`src/design/shrw_pkg.sv`:
```
// constants and types shared by the sensor host register window
package shrw_pkg;
  // host-visible register offsets
  localparam logic [7:0] AUX_RESULT_HIGH_OFS = 8'h2d;
  localparam logic [7:0] PARAM_READBACK_OFS = 8'h2e;
  localparam logic [7:0] POWER_STATE_FLAGS_OFS = 8'h30;
  localparam logic [7:0] ANALOG_KEY_OFS = 8'h3b;
  localparam int ANALOG_KEY_BYTES = 4;

  // reset values of host-visible registers
  localparam logic [7:0] AUX_RESULT_HIGH_RST = 8'h00;
  localparam logic [7:0] PARAM_READBACK_RST = 8'h00;
  localparam logic [7:0] ANALOG_KEY_RST = 8'h00;
  localparam logic [7:0] UNMAPPED_READ = 8'h00;

  // power-state flag positions; bits 7:3 read zero
  localparam int AWAKE_FLAG_BIT = 2;
  localparam int SUSPEND_FLAG_BIT = 1;
  localparam int SLEEP_FLAG_BIT = 0;

  // parameter memory geometry and notable offsets
  localparam int PARAM_DEPTH = 32;
  localparam int PARAM_AW = 5;
  localparam logic [PARAM_AW-1:0] BUS_ADDRESS_PARAM = 5'h00;
  localparam logic [PARAM_AW-1:0] CHANNEL_ENABLE_LIST_PARAM = 5'h01;
  localparam logic [PARAM_AW-1:0] PROX_ADC_COUNTER_PARAM = 5'h0a;
  localparam logic [PARAM_AW-1:0] RSVD_0D_PARAM = 5'h0d;
  localparam logic [PARAM_AW-1:0] RSVD_13_PARAM = 5'h13;
  localparam logic [PARAM_AW-1:0] RSVD_14_PARAM = 5'h14;
  localparam logic [PARAM_AW-1:0] RSVD_15_PARAM = 5'h15;

  // parameter reset values
  localparam logic [7:0] PARAM_DEFAULT_RST = 8'h00;
  localparam logic [7:0] RSVD_0D_RST = 8'h02;
  localparam logic [7:0] RSVD_13_RST = 8'h40;
  localparam logic [7:0] RSVD_14_RST = 8'h00;
  localparam logic [7:0] RSVD_15_RST = 8'h00;

  // low reserved field of the proximity converter counter
  localparam logic [7:0] PROX_ADC_COUNTER_RSVD_MASK = 8'h0f;

  // commands from the command engine
  typedef enum logic [1:0] {
    SHRW_CMD_NONE,
    SHRW_CMD_FETCH,
    SHRW_CMD_STORE,
    SHRW_CMD_APPLY_ADDR
  } shrw_cmd_t;

  typedef enum {
    SHRW_PWR_AWAKE,
    SHRW_PWR_SUSPEND,
    SHRW_PWR_SLEEP
  } shrw_pwr_t;

  // reset value of every parameter entry
  function automatic logic [7:0] shrw_param_default(input logic [PARAM_AW-1:0] ofs);
    case (ofs)
      RSVD_0D_PARAM: shrw_param_default = RSVD_0D_RST;
      RSVD_13_PARAM: shrw_param_default = RSVD_13_RST;
      RSVD_14_PARAM: shrw_param_default = RSVD_14_RST;
      RSVD_15_PARAM: shrw_param_default = RSVD_15_RST;
      default: shrw_param_default = PARAM_DEFAULT_RST;
    endcase
  endfunction : shrw_param_default
endpackage : shrw_pkg

```
`src/design/shrw_ram_if.sv`:
```
// carrier between the register window and its parameter memory
`timescale 1ns/1ps
`default_nettype none
interface shrw_ram_if;
  import shrw_pkg::*;
  logic we;
  logic [PARAM_AW-1:0] addr;
  logic [7:0] wdata;
  logic [7:0] rdata;
  logic [7:0] bus_address;

  modport ctrl (output we, output addr, output wdata, input rdata, input bus_address);
  modport mem (input we, input addr, input wdata, output rdata, output bus_address);
endinterface : shrw_ram_if
`default_nettype wire

```
`src/design/shrw_param_ram.sv`:
```
// indirect parameter memory with per-entry reset defaults
`timescale 1ns/1ps
`default_nettype none
module shrw_param_ram (
  input wire logic clock,
  input wire logic reset_n,
  shrw_ram_if.mem ram
);
  import shrw_pkg::*;

  logic [7:0] mem [PARAM_DEPTH];
  logic [7:0] next_mem [PARAM_DEPTH];

  // not on the host register map; only the command path reaches it
  always_comb begin
    for (int i = 0; i < PARAM_DEPTH; i++) begin
      next_mem[i] = mem[i];
    end
    if (ram.we) begin
      next_mem[ram.addr] = ram.wdata;
    end
  end

  always_ff @(posedge clock) begin
    for (int i = 0; i < PARAM_DEPTH; i++) begin
      if (!reset_n) begin
        mem[i] <= shrw_param_default(PARAM_AW'(i));
      end else begin
        mem[i] <= next_mem[i];
      end
    end
  end

  assign ram.rdata = mem[ram.addr];
  assign ram.bus_address = mem[BUS_ADDRESS_PARAM];

  a_ram_store_lands: assert property (@(posedge clock) disable iff (!reset_n)
    ram.we |=> mem[$past(ram.addr)] == $past(ram.wdata))
    else $error("parameter store did not land");
endmodule : shrw_param_ram
`default_nettype wire

```
`src/design/shrw_register_window.sv`:
```
// host register slice: aux high byte, mailbox, power flags, key area
// What this block does
// - 8-bit mailbox to host, resets zero
// - bit2 awake, bit1 suspended awaiting measurement
// - bit0 deepest sleep; bits 7:3 reserved
// - parameters live in unmapped internal memory
// - new bus address active on apply command
`timescale 1ns/1ps
`default_nettype none
module shrw_register_window #(
  parameter logic [7:0] ACTIVE_ADDRESS_RST = 8'h00
) (
  input wire logic clock,
  input wire logic reset_n,
  input wire logic [7:0] reg_addr,
  input wire logic [7:0] reg_wdata,
  input wire logic reg_wr,
  input wire logic reg_rd,
  output logic [7:0] reg_rdata,
  output logic reg_rvalid,
  input wire logic cmd_valid,
  input wire shrw_pkg::shrw_cmd_t cmd_code,
  input wire logic [shrw_pkg::PARAM_AW-1:0] cmd_offset,
  input wire logic [7:0] cmd_data,
  input wire logic aux_load,
  input wire logic [7:0] aux_value,
  input wire logic seq_wake,
  input wire logic seq_suspend,
  input wire logic seq_sleep,
  output logic [7:0] active_bus_address,
  output logic channel_list_ready,
  output logic [7:0] power_state
);
  import shrw_pkg::*;

  shrw_ram_if ram_if ();

  shrw_param_ram u_param_ram (
    .clock(clock),
    .reset_n(reset_n),
    .ram(ram_if)
  );

  ////////////////////////////////////////////////////////////////////////////
  // register state

  logic [7:0] aux_result_high;
  logic [7:0] param_readback;
  logic [7:0] analog_key_reserved [ANALOG_KEY_BYTES];
  logic [7:0] channel_enable_list;
  shrw_pwr_t pwr;
  logic [7:0] next_reg_rdata;
  logic next_reg_rvalid;
  logic [7:0] next_aux_result_high;
  logic [7:0] next_param_readback;
  logic [7:0] next_analog_key_reserved [ANALOG_KEY_BYTES];
  logic [7:0] next_active_bus_address;
  logic [7:0] next_channel_enable_list;
  shrw_pwr_t next_pwr;
  logic [7:0] pwr_flags;
  logic is_fetch;
  logic is_store;
  logic is_apply;

  assign is_fetch = cmd_valid && (cmd_code == SHRW_CMD_FETCH);
  assign is_store = cmd_valid && (cmd_code == SHRW_CMD_STORE);
  assign is_apply = cmd_valid && (cmd_code == SHRW_CMD_APPLY_ADDR);

  function automatic logic key_hit(input logic [7:0] a);
    key_hit = (a >= ANALOG_KEY_OFS) && (a < ANALOG_KEY_OFS + 8'(ANALOG_KEY_BYTES));
  endfunction : key_hit

  ////////////////////////////////////////////////////////////////////////////
  // parameter memory access, only from the command engine

  always_comb begin
    ram_if.addr = cmd_offset;
    ram_if.we = is_store;
    ram_if.wdata = cmd_data;
  end

  ////////////////////////////////////////////////////////////////////////////
  // power state tracking; wake outranks suspend, suspend outranks sleep

  always_comb begin
    next_pwr = pwr;
    if (seq_wake) begin
      next_pwr = SHRW_PWR_AWAKE;
    end else if (seq_suspend) begin
      next_pwr = SHRW_PWR_SUSPEND;
    end else if (seq_sleep) begin
      next_pwr = SHRW_PWR_SLEEP;
    end
  end

  always_comb begin
    pwr_flags = 8'h00;
    case (pwr)
      SHRW_PWR_AWAKE: pwr_flags[AWAKE_FLAG_BIT] = 1'b1;
      SHRW_PWR_SUSPEND: pwr_flags[SUSPEND_FLAG_BIT] = 1'b1;
      SHRW_PWR_SLEEP: pwr_flags[SLEEP_FLAG_BIT] = 1'b1;
      default: pwr_flags = 8'h00;
    endcase
  end

  assign power_state = pwr_flags;

  ////////////////////////////////////////////////////////////////////////////
  // register writes and sequencer updates

  always_comb begin
    next_aux_result_high = aux_result_high;
    next_param_readback = param_readback;
    next_active_bus_address = active_bus_address;
    next_channel_enable_list = channel_enable_list;
    for (int i = 0; i < ANALOG_KEY_BYTES; i++) begin
      next_analog_key_reserved[i] = analog_key_reserved[i];
    end
    if (reg_wr) begin
      if (reg_addr == AUX_RESULT_HIGH_OFS) begin
        next_aux_result_high = reg_wdata;
      end
      if (reg_addr == PARAM_READBACK_OFS) begin
        next_param_readback = reg_wdata;
      end
      if (key_hit(reg_addr)) begin
        next_analog_key_reserved[2'(reg_addr - ANALOG_KEY_OFS)] = reg_wdata;
      end
      // power flags have no write path at all
    end
    // a fresh measurement overwrites the last one; the host must be done by then
    if (aux_load) begin
      next_aux_result_high = aux_value;
    end
    // sequencer hand-off beats a same-cycle host write, and the host's value is dropped
    if (is_fetch) begin
      next_param_readback = ram_if.rdata;
    end else if (is_store) begin
      next_param_readback = cmd_data;
    end
    // address parameter only takes effect here
    if (is_apply) begin
      next_active_bus_address = ram_if.bus_address;
    end
    if (is_store && (cmd_offset == CHANNEL_ENABLE_LIST_PARAM)) begin
      next_channel_enable_list = cmd_data;
    end
  end

  ////////////////////////////////////////////////////////////////////////////
  // register reads, answered one cycle after the strobe

  always_comb begin
    next_reg_rvalid = reg_rd;
    next_reg_rdata = reg_rdata;
    if (reg_rd) begin
      next_reg_rdata = UNMAPPED_READ;
      if (reg_addr == AUX_RESULT_HIGH_OFS) begin
        next_reg_rdata = aux_result_high;
      end else if (reg_addr == PARAM_READBACK_OFS) begin
        next_reg_rdata = param_readback;
      end else if (reg_addr == POWER_STATE_FLAGS_OFS) begin
        next_reg_rdata = pwr_flags;
      end else if (key_hit(reg_addr)) begin
        next_reg_rdata = analog_key_reserved[2'(reg_addr - ANALOG_KEY_OFS)];
      end
    end
  end

  always_ff @(posedge clock) begin
    if (!reset_n) begin
      aux_result_high <= AUX_RESULT_HIGH_RST;
      param_readback <= PARAM_READBACK_RST;
      active_bus_address <= ACTIVE_ADDRESS_RST;
      channel_enable_list <= PARAM_DEFAULT_RST;
      pwr <= SHRW_PWR_AWAKE;
      reg_rdata <= UNMAPPED_READ;
      reg_rvalid <= 1'b0;
      for (int i = 0; i < ANALOG_KEY_BYTES; i++) begin
        analog_key_reserved[i] <= ANALOG_KEY_RST;
      end
    end else begin
      aux_result_high <= next_aux_result_high;
      param_readback <= next_param_readback;
      active_bus_address <= next_active_bus_address;
      channel_enable_list <= next_channel_enable_list;
      pwr <= next_pwr;
      reg_rdata <= next_reg_rdata;
      reg_rvalid <= next_reg_rvalid;
      for (int i = 0; i < ANALOG_KEY_BYTES; i++) begin
        analog_key_reserved[i] <= next_analog_key_reserved[i];
      end
    end
  end

  // advisory only: measuring with an empty list is the host's fault
  assign channel_list_ready = (channel_enable_list != 8'h00);

  ////////////////////////////////////////////////////////////////////////////
  // checks

  a_mailbox_fetch: assert property (@(posedge clock) disable iff (!reset_n)
    is_fetch |=> param_readback == $past(ram_if.rdata))
    else $error("mailbox missed fetched parameter");

  a_mailbox_reset: assert property (@(posedge clock)
    !reset_n |=> param_readback == 8'h00)
    else $error("mailbox not zero after reset");

  a_flags_onehot: assert property (@(posedge clock) disable iff (!reset_n)
    $onehot(power_state[2:0]) && power_state[7:3] == 5'h00)
    else $error("power flags not one-hot");

  a_wake_sets_flag: assert property (@(posedge clock) disable iff (!reset_n)
    seq_wake |=> power_state == 8'h04)
    else $error("wake did not set awake flag");

  a_sleep_sets_flag: assert property (@(posedge clock) disable iff (!reset_n)
    seq_sleep && !seq_wake && !seq_suspend |=> power_state == 8'h01)
    else $error("sleep did not set sleep flag");

  a_address_holds: assert property (@(posedge clock) disable iff (!reset_n)
    !is_apply |=> $stable(active_bus_address))
    else $error("bus address changed without apply");

  a_address_apply: assert property (@(posedge clock) disable iff (!reset_n)
    is_apply |=> active_bus_address == $past(ram_if.bus_address))
    else $error("apply did not load bus address");

  a_flags_write_ignored: assert property (@(posedge clock) disable iff (!reset_n)
    reg_wr && reg_addr == POWER_STATE_FLAGS_OFS && !seq_wake && !seq_suspend && !seq_sleep
    |=> $stable(power_state))
    else $error("power flags changed on host write");

  a_read_flags: assert property (@(posedge clock) disable iff (!reset_n)
    reg_rd && reg_addr == POWER_STATE_FLAGS_OFS |=> reg_rvalid && reg_rdata == $past(power_state))
    else $error("power flag readback wrong");
endmodule : shrw_register_window
`default_nettype wire

```
`config.mk`:
```
export PLATFORM = sky130hd
export DESIGN_NAME = shrw_register_window
export DESIGN_NICKNAME = d
export VERILOG_FILES = /design/src/design/shrw_pkg.sv /design/src/design/shrw_ram_if.sv /design/src/design/shrw_param_ram.sv /design/src/design/shrw_register_window.sv
export SDC_FILE = /design/constraint.sdc
export NUM_CORES = 1
export LEC_CHECK = 0
export BUFFER_PORTS_ARGS = -buffer_cell sky130_fd_sc_hd__buf_4
export CORE_ASPECT_RATIO = 0.75
export CORE_MARGIN = 5
export CORE_UTILIZATION = 41
export DETAILED_ROUTE_END_ITERATION = 7
export PLACE_DENSITY = 0.56
export SYNTH_ARGS = -nofsm -noshare
export SYNTH_HDL_FRONTEND = slang
export SYNTH_SLANG_ARGS = --single-unit
```
`constraint.sdc`:
```
create_clock -name clock -period 5.22 [get_ports clock]
set_input_delay 0.783 -clock clock [delete_from_list [all_inputs] [get_ports clock]]
set_output_delay 0.783 -clock clock [all_outputs]
set_load 0.02 [all_outputs]
```
After elaboration in Yosys (flattened, before gate mapping) --
Memories as Yosys holds them, arrays and structs flattened. A register that Yosys moved wholly into a read port is not among the register bits. Cells that the tools add are included.
Operators by class: equality and inequality tests 9, bitwise logic cells 39, reduce and logical (&&, ||, !) cells 19, $lt $le $gt $ge 6, muxes and demuxes 66, add/sub/neg operators 1
Operators with widths (count):
- $mux W8 | 52
- $bwmux W256 | 1
- $mux W256 | 1
- $mux W32 | 2
- $demux W8 S5 | 1
- $or A1 B1 Y1 | 36
- $bwmux W32 | 1
- $logic_not A32 Y1 | 1
- $eq A8 B6 Y1 const B | 3
- $demux W8 S2 | 1
- $ge A8 B6 Y1 const B | 1
- $lt A8 B6 Y1 const B | 1
- $reduce_bool A8 Y1 | 1
- $logic_and A1 B1 Y1 | 7
- $mux W1 | 7
- $eq A2 B2 Y1 const B | 3
- $ge A6 B6 Y1 const B | 1
- $lt A6 B1 Y1 const B | 1
- $not A5 Y6 | 1
- $reduce_bool A2 Y1 | 3
- $reduce_bool A3 Y1 | 2
- $eq A5 B1 Y1 const B | 1
- $eq A2 B1 Y1 const B | 2
- $reduce_and A2 Y1 | 2
- other kinds (8) | 8
Word-level totals: memories kept 2, RAM bits 288, input port bits 48, output and inout bits 26, bits in registers 35
Memory list:
- u_param_ram.mem | depth 32, bits a word 8, read ports 34, clocked after Yosys merged registers in 1, write ports 32, line shrw_param_ram.sv:11 | logic [7:0] mem [PARAM_DEPTH];
- analog_key_reserved | depth 4, bits a word 8, read ports 5, clocked after Yosys merged registers in 0, write ports 4, line shrw_register_window.sv:49 | logic [7:0] analog_key_reserved [ANALOG_KEY_BYTES];

Depth between registers and ports, before layout --
depth in word-level cells 10, depth in mapped cells 8

Cells and area by module --
From an unflattened synthesis, not the netlist that was laid out.
Second synthesis, totals: cells, all modules 1738, area total of the unflattened synthesis 15676.3 µm²
Modules (own cells, without submodules):
- shrw_param_ram | cells an instance 1366, area an instance 12129.1 µm², instances 1
- shrw_register_window | cells an instance 372, area an instance 3547.2 µm², instances 1

Worst setup path after synthesis --
OpenSTA, ideal clock, no wires.
kind in2reg, start point input port reg_addr[0], end point register reg_rdata[7], arrival time 2.682 ns, library setup time 0.115 ns, buffers on the path 2, data required time 5.105 ns, setup slack 2.423 ns, stages 8, cells stage by stage buf_2 inv_1 ha_1 clkbuf_1 mux4_2 a221oi_1 o22ai_1 and2_1
On the way: cells in the longest elaborated chain, start to end 6, elaborated cells between the ends (all ways) 12, classes of those cells 1 x add/sub; 2 x order compare; 3 x eq/ne; 4 x mux; 1 x reduce/logical; 1 x memory
RTL lines:
- start, declared | line shrw_register_window.sv:15 | input wire logic [7:0] reg_addr,
- $sub A2 B2 Y2, or another cell as far along | line shrw_register_window.sv:165 | next_reg_rdata = analog_key_reserved[2'(reg_addr - ANALOG_KEY_OFS)];
- $mem_v2 Z4 W8 or $logic_and A1 B1 Y1 (tied branches)
- $mux W8 | line shrw_register_window.sv:164 | end else if (key_hit(reg_addr)) begin
- $mux W8 | line shrw_register_window.sv:162 | end else if (reg_addr == POWER_STATE_FLAGS_OFS) begin
- $mux W8 | line shrw_register_window.sv:160 | end else if (reg_addr == PARAM_READBACK_OFS) begin
- $mux W8 * | line shrw_register_window.sv:158 | if (reg_addr == AUX_RESULT_HIGH_OFS) begin
- end signal, assigned | line shrw_register_window.sv:188 | reg_rdata <= next_reg_rdata;
- end, declared | line shrw_register_window.sv:19 | output logic [7:0] reg_rdata,
Every way passes the cells marked *; elsewhere a longest branch is shown, timed or not. A chain may end at the register's enable or synchronous reset.

Final worst setup path --
start point input port cmd_offset[1] in the netlist's numbering, end point register param_readback[3]
On the way: cells in the longest elaborated chain, start to end 2
RTL lines:
- start, declared | line shrw_register_window.sv:23 | input wire logic [shrw_pkg::PARAM_AW-1:0] cmd_offset,
- $mem_v2 Z32 W8
- $mux W8 | line shrw_register_window.sv:136 | if (is_fetch) begin
- end signal, assigned | line shrw_register_window.sv:184 | param_readback <= next_param_readback;
- end, declared | line shrw_register_window.sv:48 | logic [7:0] param_readback;
No other way between the ends.

==> results.md <==
* Initial Utilization at 0.412
* Top cells by area, synth: dfxtp_1, mux2i_1, a21boi_0
* Crit-path cells: buf_4 -> buf_4 -> mux2_2 -> o2bb2ai_1 -> a2111oi_0 -> o2111ai_1 -> and3_1
* GPL Wtd Cong at 0.829
* Drt total wl at 47900 microns
* All-layer global routing usage at 0.222
* CTS tree: yes
* Sequential area share after synthesis at 0.423
* Crit path largest cell delay at 0.64 ns
* Via count at 12100
* DR vias/cell at 5.61
* TritonRoute pass-1 iters at 5
* Pin count of the biggest net entering global routing at 163
* Critical Path AT at 3.35 ns
* ANT nets after route at 0
* Initial antenna violation count at 0
* Pwr Density at 312 nW/um^2
* CP startpoint kind: input pin
* Yosys top cell area share at 0.423
* Floorplan row count at 62
* Initial drt markers at 1021
* Core Area at 38000 sq um
* Synth area leader: dfxtp_1
* Met1 Usage GRT at 0.346
* Die Width at 236 microns
* Commonest non-fill, non-tap cell in the layout: dfxtp_1
* Die height at 179 microns
* Commonest non-fill, non-tap cells in the layout: dfxtp_1, mux2i_1, nand2_1
* Drt drc at 0
* Hold-fix buffers, CTS at 0
* Number of buffers created by CTS at 36
* Skew-Pair Late Insertion Delay at 0.53 ns
* # diodes at 0
* Tmin final at 2.94 ns
* Slew @ Worst Pin at 1.15 ns
* Vias in the first global route at 11600
* Nets@finish at 1670
* Most common cell type on the critical path: buf_4
* # Post-CTS Setup Buffers at 0
* IO buf count at 68
* Status: complete, no violations
* Most crowded layer after global routing: met1
* Slowest CP cell: buf_4
* Cell count after synthesis at 1642
* Setup WS pre-CTS at 1.79 ns
* Fraction of registers with async set/reset at 0
* GR Layer Usage met2 at 0.316
* First-pass GRT wire length at 73800 microns
* Final Hold Fails at 0
* GRT Residual Overflow at 0
* Min-delay worst type: input pin to flip-flop
* Worst Skew at 0.0133 ns
* Clock Root Buffer: clkbuf_16
* Synth cell types at 60
* Longest Clk Path Bufs at 3
* Relative slew slack at 0.233
* Fmax at 340 MHz
* DP HPWL at 30900 microns
* I/O pins at 74
* Final setup fails at 0
* Pleak at 0.00656 uW
* Routed wire per std cell at 22.3 microns
* Data required time at the worst endpoint at 5.63 ns
* Reg2reg setup slack at 3.43 ns
* EDFF count, synth at 0
* Cell Area, Synth at 15700 sq um
* Max-slew violations at 0
* Synthesis-to-layout area growth at 11.6%
* H-tree depth at 2
* Setup tns final at 0 ns
* Final worst slack at 2.28 ns
* Syn. warnings at 0
* Critical path endpoint category: flip-flop
* CTS clk-pin slew, worst paths at 0.06 ns
* DIE AREA at 42200 sq um
* MaxCap Viol Count at 0
* Maximum vdd drop at 0.186 mV
* Global-route met3 utilization at 0.0447
* CP max FO at 46
* Final period utilization at 0.564
* Post-CTS Resized at 0
* Top FF cell, synth: dfxtp_1
* RSZ-0062 raised after global routing: no
* WS Path Type: input pin to flip-flop
* Synth Register Bits at 331
* Syn Area/Cell at 9.53 sq um
* CTS sink count at 331
* Fraction of layout cells with a size suffix above 1 at 0.125
## power breakdown
part | switching (uW) | total, uW | leakage, uW | internal (uW)
logic | 229 | 352 | 0.00331 | 123
registers | 12.3 | 2550 | 0.00267 | 2540
clock network | 1050 | 2550 | 0.000584 | 1500
total | 1290 | 5460 | 0.00656 | 4160
## final cells by class
type	instances	area [sq um]
well taps	512	641
inverters	12	45.0
flip-flops and latches	331	6630
clock buffers	54	1100
fillers	3679	20500
multi-input cells	1156	8370
clock inverters	8	68.8
repair buffers	81	624
## cell families after synthesis
kind of cell	after synthesis	synth area share
fa+ha+maj	4	0.00320
other cells	1	0.000240
xor+xnor	1	0.000560
flops	331	0.423
mux	281	0.211
compound gates	330	0.139
buf+inv	159	0.0436
simple gates	535	0.179
## worst max-delay path: cells and delay by family
| kind | cells | cell delay (ns) |
|---|---|---|
| compound gates | 3 | 0.66 |
| buf+inv | 2 | 1.24 |
| mux | 1 | 0.41 |
| simple gates | 1 | 0.19 |
## layer usage
metal | up-vias | part of all wire
li1 | 5719 | -
met4 | 0 | 0.017
met1 | 5970 | 0.51
met5 | - | 0
met3 | 56 | 0.067
met2 | 339 | 0.41
## worst paths after layout
kind | startpoint | end | depth (start not counted)
hold reg to reg | u_param_ram.mem[3][6]$_SDFFE_PN0P_ | u_param_ram.mem[3][6]$_SDFFE_PN0P_ | 2
setup reg to reg | u_param_ram.mem[0][3]$_SDFFE_PN0P_ | param_readback[3]$_SDFFE_PN0P_ | 5
hold / removal | seq_suspend | pwr[1]$_SDFFE_PP0P_ | 2
setup / recovery | cmd_offset[1] | param_readback[3]$_SDFFE_PN0P_ | 7
## Yosys cell counts (4+ instances only)
master     number
dfxtp_1       331
mux2i_1       228
nand2_1       196
nor2b_1       158
a21boi_0      152
o21ai_0       102
clkbuf_1       94
nand3_1        77
mux4_2         38
nor2_1         33
buf_2          30
o22ai_1        30
mux2_2         15
a21oi_1        14
inv_1          12
buf_1          11
buf_4          11
and3_1         10
and2_1          9
nand2b_1        6
nor4_1          6
a211oi_1        5
a221oi_1        5
a31oi_1         4
ha_1            4
nand3_2         4
nand4b_1        4
nand4bb_1       4
nor3_1          4
o2111ai_1       4
## sequential cells by signal, indices dropped and copies added (netlist names)
name                 count
reg_rvalid               1
analog_key_reserved     32
param_readback           8
reg_rdata                8
channel_enable_list      8
aux_result_high          8
pwr                      2
active_bus_address       8
u_param_ram.mem        256
## per-stage QoR
step | hold slack (ns) | area (sq um) | power (uW) | util | instances
floorplan | 0.440 | 15700 | 2830 | - | 1646
global placement | 0.449 | 16300 | 2960 | 0.429 | 2092
detailed placement | 0.457 | 16300 | 2960 | 0.429 | 2092
CTS | 0.412 | 17500 | 5500 | 0.460 | 2154
global route | 0.418 | 17500 | 5630 | 0.460 | 2154
finish | 0.432 | 17500 | 5460 | 0.460 | 2154
No activity file was read; power rests on OpenSTA's default activity.
